[src/common/pslm_regs.vh]
// Purpose: Constants for the strap, LED and mode control block
// Assumes: 250 MHz system clock, byte addresses on APB
// Notes: Times in ns, counts derived from the clock period
`ifndef PSLM_REGS_VH
`define PSLM_REGS_VH

`define PSLM_CLK_PERIOD_NS 4
// Reset pulse least width and strap settle/sample time
`define PSLM_RST_MIN_NS 80
`define PSLM_RST_MIN_CYC ((`PSLM_RST_MIN_NS + `PSLM_CLK_PERIOD_NS - 1) / `PSLM_CLK_PERIOD_NS)
`define PSLM_SAMPLE_NS 640
`define PSLM_SAMPLE_CYC (`PSLM_SAMPLE_NS / `PSLM_CLK_PERIOD_NS)
// Collision LED stretch time
`define PSLM_STRETCH_NS 50000000
`define PSLM_STRETCH_CYC (`PSLM_STRETCH_NS / `PSLM_CLK_PERIOD_NS)

// Register byte offsets
`define PSLM_OFF_STATUS 12'h000
`define PSLM_OFF_MASK 12'h004
`define PSLM_OFF_CONFIG 12'h008
`define PSLM_OFF_STATE 12'h00C

// Status / mask bit positions
`define PSLM_EV_LINK_UP 0
`define PSLM_EV_LINK_DOWN 1
`define PSLM_EV_COLL 2
`define PSLM_EV_DUPLEX 3
`define PSLM_EV_W 4

// Config bit positions
`define PSLM_CFG_FULL_DUPLEX 0
`define PSLM_CFG_SQE_OVR 1
`define PSLM_CFG_SQE_OVR_VAL 2
`define PSLM_CFG_RESET 3'h0

// State register field positions
`define PSLM_ST_ADDR_LSB 0
`define PSLM_ST_DONE 5
`define PSLM_ST_FULL 6
`define PSLM_ST_LINK 7
`define PSLM_ST_REPEATER 8
`define PSLM_ST_SQE 9
`define PSLM_ST_DIR_OUT 10
`define PSLM_ST_POL_LSB 11

`endif

[src/core/pslm_sync.v]
// Purpose: Two-flop synchroniser for a bus of pin levels
// Assumes: Inputs come from outside the clk_sys domain
// Notes: First stage feeds only the second stage
`timescale 1ns/100ps
module pslm_sync #(
    parameter W = 8
) (
    clk_sys,
    rst_n,
    d,
    q
);
    input wire clk_sys;
    input wire rst_n;
    input wire [W-1:0] d;
    output reg [W-1:0] q;

    reg [W-1:0] meta_r;

    always @(posedge clk_sys or negedge rst_n) begin
        if (!rst_n) begin
            meta_r <= {W{1'b0}};
            q <= {W{1'b0}};
        end else begin
            meta_r <= d;
            q <= meta_r;
        end
    end
endmodule // pslm_sync

[src/core/pslm_top.v]
// Purpose: Strap sampling, LED drive, duplex and node/repeater control
// Assumes: APB slave on clk_sys; system_reset_n is the device reset
// Notes: Strap pins are two-way: sampled, then driven as LEDs
//
// The APB register port and the address map are this design's own decisions.
`timescale 1ns/100ps
`include "pslm_regs.vh"
module pslm_top #(
    parameter SAMPLE_CYC = `PSLM_SAMPLE_CYC,
    parameter STRETCH_CYC = `PSLM_STRETCH_CYC
) (
    clk_sys,
    system_reset_n,
    paddr,
    psel,
    penable,
    pwrite,
    pwdata,
    prdata,
    pready,
    pslverr,
    irq,
    strap_in,
    strap_out,
    strap_oe,
    duplex_pin_direction_strap,
    duplex_select_pin_in,
    duplex_select_pin_out,
    duplex_select_pin_oe,
    node_repeater_strap,
    link_ok_in,
    collision_in,
    rx_active_in,
    tx_active_in,
    rx_activity_in,
    link_ok_output,
    phy_addr,
    addr_valid,
    repeater_mode,
    sqe_test_en,
    crs_rx_only,
    full_duplex
);
    input wire clk_sys;
    input wire system_reset_n;
    input wire [11:0] paddr;
    input wire psel;
    input wire penable;
    input wire pwrite;
    input wire [31:0] pwdata;
    output reg [31:0] prdata;
    output wire pready;
    output wire pslverr;
    output wire irq;
    // Bit order: addr4_receive_led, addr3_transmit_led, addr2_link_led,
    // addr1_collision_led, addr0_full_duplex_led
    input wire [4:0] strap_in;
    output reg [4:0] strap_out;
    output reg [4:0] strap_oe;
    input wire duplex_pin_direction_strap;
    input wire duplex_select_pin_in;
    output reg duplex_select_pin_out;
    output reg duplex_select_pin_oe;
    input wire node_repeater_strap;
    input wire link_ok_in;
    input wire collision_in;
    input wire rx_active_in;
    input wire tx_active_in;
    input wire rx_activity_in;
    output reg link_ok_output;
    output reg [4:0] phy_addr;
    output reg addr_valid;
    output reg repeater_mode;
    output reg sqe_test_en;
    output reg crs_rx_only;
    output reg full_duplex;

    // ****************************************************************
    // Reset qualification and pin synchronisers
    // ****************************************************************
    localparam [7:0] RST_CYC = `PSLM_RST_MIN_CYC;
    localparam SCW = 32;

    // Reset pin low clears int_rst_n_r at once through its async reset, without waiting RST_CYC cycles,
    // and blk_rst_n also takes the raw pin, so even glitches under 80 ns reset the block.
    wire [9:0] pins_s;
    reg [7:0] rst_cnt_r;
    reg int_rst_n_r;

    pslm_sync #(
        .W(10)
    ) u_sync (
        .clk_sys(clk_sys),
        .rst_n(1'b1),
        .d({system_reset_n, node_repeater_strap, duplex_pin_direction_strap,
            duplex_select_pin_in, rx_active_in, tx_active_in, link_ok_in,
            collision_in, rx_activity_in, 1'b0}),
        .q(pins_s)
    );

    wire rst_pin_s = pins_s[9];
    wire nr_s = pins_s[8];
    wire dir_s = pins_s[7];
    wire dsel_s = pins_s[6];
    wire rxa_s = pins_s[5];
    wire txa_s = pins_s[4];
    wire link_s = pins_s[3];
    wire col_s = pins_s[2];
    wire rxact_s = pins_s[1];

    // Pin low clears the qualifier at once, so it never powers up unknown
    always @(posedge clk_sys or negedge system_reset_n) begin
        if (!system_reset_n) begin
            rst_cnt_r <= 8'h00;
            int_rst_n_r <= 1'b0;
        end else if (rst_pin_s) begin
            rst_cnt_r <= 8'h00;
            int_rst_n_r <= 1'b1;
        end else if (rst_cnt_r >= RST_CYC - 8'h01) begin
            int_rst_n_r <= 1'b0;
        end else begin
            rst_cnt_r <= rst_cnt_r + 8'h01;
        end
    end

    wire blk_rst_n = int_rst_n_r & system_reset_n;

    // ****************************************************************
    // Strap sampling state machine
    // ****************************************************************
    localparam ST_SETTLE = 3'b001;
    localparam ST_SAMPLE = 3'b010;
    localparam ST_RUN = 3'b100;

    reg [2:0] state_r;
    reg [SCW-1:0] cnt_r;
    reg [4:0] pol_r;
    reg [4:0] strap_q1_r;
    reg [4:0] strap_q2_r;
    reg dir_out_r;

    always @(posedge clk_sys or negedge blk_rst_n) begin
        if (!blk_rst_n) begin
            strap_q1_r <= 5'h00;
            strap_q2_r <= 5'h00;
        end else begin
            strap_q1_r <= strap_in;
            strap_q2_r <= strap_q1_r;
        end
    end

    always @(posedge clk_sys or negedge blk_rst_n) begin
        if (!blk_rst_n) begin
            state_r <= ST_SETTLE;
            cnt_r <= {SCW{1'b0}};
            phy_addr <= 5'h00;
            pol_r <= 5'h00;
            addr_valid <= 1'b0;
            repeater_mode <= 1'b0;
            dir_out_r <= 1'b0;
        end else begin
            case (state_r)
                ST_SETTLE: begin
                    if (cnt_r >= SAMPLE_CYC - 1) begin
                        state_r <= ST_SAMPLE;
                    end else begin
                        cnt_r <= cnt_r + 1'b1;
                    end
                end
                ST_SAMPLE: begin
                    // Bit weights 16/8/4/2/1 follow the bit order
                    phy_addr <= strap_q2_r;
                    pol_r <= strap_q2_r;
                    repeater_mode <= nr_s;
                    dir_out_r <= dir_s;
                    addr_valid <= 1'b1;
                    state_r <= ST_RUN;
                end
                ST_RUN: begin
                    state_r <= ST_RUN;
                end
                default: begin
                    state_r <= ST_SETTLE;
                end
            endcase
        end
    end

    wire running = state_r[2];

    // ****************************************************************
    // APB registers and interrupt
    // ****************************************************************
    reg [`PSLM_EV_W-1:0] status_r;
    reg [`PSLM_EV_W-1:0] mask_r;
    reg [2:0] cfg_r;
    reg link_d_r;
    reg full_d_r;
    reg col_d_r;

    wire wr_en = psel & penable & pwrite;
    wire rd_en = psel & ~pwrite;
    wire hit = (paddr == `PSLM_OFF_STATUS) | (paddr == `PSLM_OFF_MASK)
        | (paddr == `PSLM_OFF_CONFIG) | (paddr == `PSLM_OFF_STATE);

    assign pready = 1'b1;
    assign pslverr = psel & penable & ~hit;
    assign irq = |(status_r & mask_r);

    // Duplex selection: pin input when direction strap low, else config bit
    wire full_nxt = dir_out_r ? cfg_r[`PSLM_CFG_FULL_DUPLEX] : dsel_s;

    wire [`PSLM_EV_W-1:0] ev;
    assign ev[`PSLM_EV_LINK_UP] = running & link_s & ~link_d_r;
    assign ev[`PSLM_EV_LINK_DOWN] = running & ~link_s & link_d_r;
    assign ev[`PSLM_EV_COLL] = running & col_s & ~col_d_r;
    assign ev[`PSLM_EV_DUPLEX] = running & (full_duplex != full_d_r);

    wire [`PSLM_EV_W-1:0] clr = (wr_en && paddr == `PSLM_OFF_STATUS) ?
        pwdata[`PSLM_EV_W-1:0] : {`PSLM_EV_W{1'b0}};

    always @(posedge clk_sys or negedge blk_rst_n) begin
        if (!blk_rst_n) begin
            status_r <= {`PSLM_EV_W{1'b0}};
            mask_r <= {`PSLM_EV_W{1'b0}};
            cfg_r <= `PSLM_CFG_RESET;
            link_d_r <= 1'b0;
            col_d_r <= 1'b0;
            full_d_r <= 1'b0;
        end else begin
            // Set wins over a clear in the same cycle
            status_r <= (status_r & ~clr) | ev;
            link_d_r <= link_s;
            col_d_r <= col_s;
            full_d_r <= full_duplex;
            if (wr_en && paddr == `PSLM_OFF_MASK) begin
                mask_r <= pwdata[`PSLM_EV_W-1:0];
            end
            if (wr_en && paddr == `PSLM_OFF_CONFIG) begin
                cfg_r <= pwdata[2:0];
            end
        end
    end

    always @(posedge clk_sys or negedge blk_rst_n) begin
        if (!blk_rst_n) begin
            prdata <= 32'h00000000;
        end else if (rd_en && !penable) begin
            case (paddr)
                `PSLM_OFF_STATUS: prdata <= {28'h0000000, status_r};
                `PSLM_OFF_MASK: prdata <= {28'h0000000, mask_r};
                `PSLM_OFF_CONFIG: prdata <= {29'h00000000, cfg_r};
                `PSLM_OFF_STATE: prdata <= {16'h0000, pol_r, dir_out_r, sqe_test_en,
                    repeater_mode, link_ok_output, full_duplex, addr_valid, phy_addr};
                default: prdata <= 32'h00000000;
            endcase
        end
    end

    // ****************************************************************
    // Mode outputs, collision stretch and pin drive
    // ****************************************************************
    reg [SCW-1:0] str_cnt_r;
    wire col_lit = col_s | (str_cnt_r != {SCW{1'b0}});

    always @(posedge clk_sys or negedge blk_rst_n) begin
        if (!blk_rst_n) begin
            str_cnt_r <= {SCW{1'b0}};
        end else if (col_s) begin
            // Reloads on every collision, so a stream keeps it lit
            str_cnt_r <= STRETCH_CYC;
        end else if (str_cnt_r != {SCW{1'b0}}) begin
            str_cnt_r <= str_cnt_r - 1'b1;
        end
    end

    // A lit LED drives the pin opposite to its strap, pulling current
    // through the LED returned to the strap rail.
    function [0:0] led_drive;
        input on;
        input pol;
        begin
            led_drive = on ? ~pol : pol;
        end
    endfunction

    always @(posedge clk_sys or negedge blk_rst_n) begin
        if (!blk_rst_n) begin
            strap_out <= 5'h00;
            strap_oe <= 5'h00;
            duplex_select_pin_out <= 1'b0;
            duplex_select_pin_oe <= 1'b0;
            link_ok_output <= 1'b0;
            full_duplex <= 1'b0;
            sqe_test_en <= 1'b0;
            crs_rx_only <= 1'b0;
        end else if (running) begin
            full_duplex <= full_nxt;
            link_ok_output <= link_s;
            sqe_test_en <= cfg_r[`PSLM_CFG_SQE_OVR] ?
                cfg_r[`PSLM_CFG_SQE_OVR_VAL] : ~repeater_mode;
            crs_rx_only <= repeater_mode;
            duplex_select_pin_oe <= dir_out_r;
            duplex_select_pin_out <= dir_out_r & full_nxt;
            strap_oe <= 5'h1F;
            strap_out[4] <= led_drive(rxa_s, pol_r[4]);
            strap_out[3] <= led_drive(txa_s, pol_r[3]);
            strap_out[2] <= led_drive(link_s, pol_r[2]);
            strap_out[1] <= led_drive(col_lit, pol_r[1]);
            strap_out[0] <= led_drive(full_nxt, pol_r[0]);
        end
    end
endmodule // pslm_top

[config.mk]
export PLATFORM = sky130hd
export DESIGN_NAME = pslm_top
export DESIGN_NICKNAME = d
export VERILOG_FILES = /design/src/core/pslm_sync.v /design/src/core/pslm_top.v
export VERILOG_INCLUDE_DIRS = /design/src /design/src/common
export SDC_FILE = /design/constraint.sdc
export NUM_CORES = 1
export LEC_CHECK = 0
export BUFFER_PORTS_ARGS = -buffer_cell sky130_fd_sc_hd__buf_2
export CORE_MARGIN = 5
export CORE_UTILIZATION = 50
export DETAILED_ROUTE_END_ITERATION = 8
export PLACE_DENSITY_LB_ADDON = 0.05
export SKIP_CTS_REPAIR_TIMING = 1
export SLEW_MARGIN = 40
export SYNTH_ARGS = -nofsm -noshare
export SYNTH_HDL_FRONTEND = slang
export SYNTH_HIERARCHICAL = 1
export SYNTH_SLANG_ARGS = --single-unit
export TNS_END_PERCENT = 100
[constraint.sdc]
create_clock -name clk_sys -period 5.1 [get_ports clk_sys]
set_input_delay 1.275 -clock clk_sys [delete_from_list [all_inputs] [get_ports clk_sys]]
set_output_delay 1.275 -clock clk_sys [all_outputs]
set_load 0.005 [all_outputs]
==> reports/metrics.yaml <==
cts:
  cts_root_buffer: "clkbuf_16"
  cts_tree: "built"
  cts_buffer_depth: 2
  clock_sinks: 151
  cts_buffers: 17
  htreeDepth: 4
  clk_pin_slew_ps: 60
  clk_latency_ps: 410
worst_setup_path:
  worstRegToRegCells: 5
  ff2ff_setup_slack_ps: 2180
  path_class: "in2out"
  cp.arrival_ps: 2620
  crit_fanout: 6
  worst_ep_required_time_ps: 3830
  worstSetupStartpointType: "input pin"
  reg2reg_from: "str_cnt_r[26]"
  end_kind: "output pin"
  timing.rr.end: "str_cnt_r[9]"
timing:
  slew_violations: 0
  fin_ws_ps: 1200
  rsz0062_at_grt: "no"
  max_freq_mhz: 256
  clock_skew_ps: 6.30
  slew_headroom_pct: 44.8
  tightestPinTransition_ps: 819
  final.setup.tns_ps: 0
  period_share_pct: 76.5
  setup_viol: 0
  period_needed_ps: 3900
  hold_viol: 0
yosys:
  synth_area_sq_um: 6200
  ys.warnings.count: 6
  synth_cells: 523
  synth.avg_cell_area_sq_um: 11.9
pwr:
  cellPowerDensity_nw_per_um2: 354
  ir_drop_mv: 0.235
  switching_share_pct: 22.4
  p_sw_uw: 574
  seq_power_share_pct: 48.4
  p_total_mw: 2.57
  leakagePower_nw: 3.38
  p_comb_share_pct: 4.0
  clockPowerShare_pct: 47.6
  power.internal_mw: 1.99
layout:
  area_delta_synth_final_pct: 17.0
  regArea_sq_um: 3780
  multiInputGateArea_sq_um: 2220
  fin_nets: 653
  finalNonFillerCells: 769
  n_fill_cell: 987
  final_layout_size_suffix_gt1_share_pct: 25.1
  antenna_cells: 0
placement:
  gp_congestion: 0.828
  detailed_place_hpwl_um: 8220
  io_buffer_count: 73
  place_inst: 736
  dp_slack_ps: 1180
grt:
  grt_pass1_wl_um: 19500
  grt_overflow: 0
  antenna_found_initial: 0
  track_usage_pct: 16.9
  grt_pass1_vias: 3913
  grt_max_degree: 72
worst_hold_path:
  hold_path.class: "reg2async"
run:
  maxCapViolCount: 0
drt:
  drt_first_pass_iters: 4
  ant_nets: 0
  viasPerCell: 5.26
  vias: 4046
  drt-total-wl_um: 11600
  drc: 0
  drtIter0Drc: 303
  wire_per_inst_um: 15.1
die:
  start_util_pct: 51.4
  die_w_um: 121
  rows: 40
  coreArea_sq_um: 12100
  dieArea_sq_um: 14700
  ios: 120
  die_h_um: 121
status:
  outcome: "finished clean"
-- state kept, by name (all words and copies together), names as in the netlist, 3 cells and up --
register       cells
cnt_r             32
str_cnt_r         32
prdata            15
rst_cnt_r          8
u_sync/meta_r      8
u_sync/q           8
pol_r              5
strap_out          5
strap_q1_r         5
strap_q2_r         5
mask_r             4
status_r           4
cfg_r              3
state_r            3
-- worst max-delay path by stage --
stage	cells past startpoint	endpoint	from	slack [ps]
floorplan	3	pslverr	paddr[9]	1620
global placement	5	pslverr	paddr[9]	1260
detailed placement	5	pslverr	paddr[1]	1180
CTS	5	pslverr	paddr[9]	1180
global route	5	pslverr	paddr[9]	990
finish	5	pslverr	paddr[9]	1200
-- critical path, cell delays in order --
cell and delay [ps]:
buf_2 100, nor4_1 510, nand3_1 350, and3_1 280
buf_2 120
-- cells in the final DEF (no fill, tap or decap), types with 4 or more instances in the layout --
cell,n
buf_2,73
mux2_2,21
o21ai_0,14
nand4_1,11
a31oi_1,4
nor4_1,15
nor3b_1,5
nor2b_1,9
dfrtp_1,148
nand3_1,15
a21oi_1,18
or4_1,12
a22o_1,12
conb_1,33
nand2_1,22
inv_1,7
xor2_1,6
clkbuf_8,4
xnor2_1,15
or2_2,5
nor2_1,29
nor3_1,7
or3_1,9
inv_6,4
o31ai_1,13
clkbuf_16,17
-- layout make-up --
type	instances	area share, %
inverter	8	0.414
tap	168	2.90
sequential	151	52.1
multi-input combinational	333	30.6
timing repair buffer	77	5.80
clock inverter	11	1.52
clock buffer	21	6.62
-- per-layer routing --
| metal | part of all wire [%] | track usage (%) | routed length, um |
|---|---|---|---|
| met5 | 0 | 0 | 0 |
| met4 | 1.4 | 6.86 | 161 |
| met3 | 6.3 | 4.43 | 728 |
| met2 | 46 | 25.1 | 5370 |
| met1 | 46 | 23.6 | 5370 |
-- through the flow --
stage	hold WS [ps]	area (sq um)	util, %
global route	328	7250	60.1
detailed placement	336	6640	55.0
floorplan	331	6320	-
global placement	333	6610	54.8
CTS	351	7230	59.9
finish	284	7250	60.1
-- power groups by stage --
stage                     Sequential (mW)  Combinational, mW  Clock (mW)
after global routing                 1.25              0.120        1.31
after CTS                            1.24              0.102        1.25
after floorplan                      1.25             0.0815           0
final                                1.24              0.103        1.22
after detailed placement             1.26              0.102           0
after global placement               1.26             0.0992           0
No activity file was read; power rests on OpenSTA's default activity.
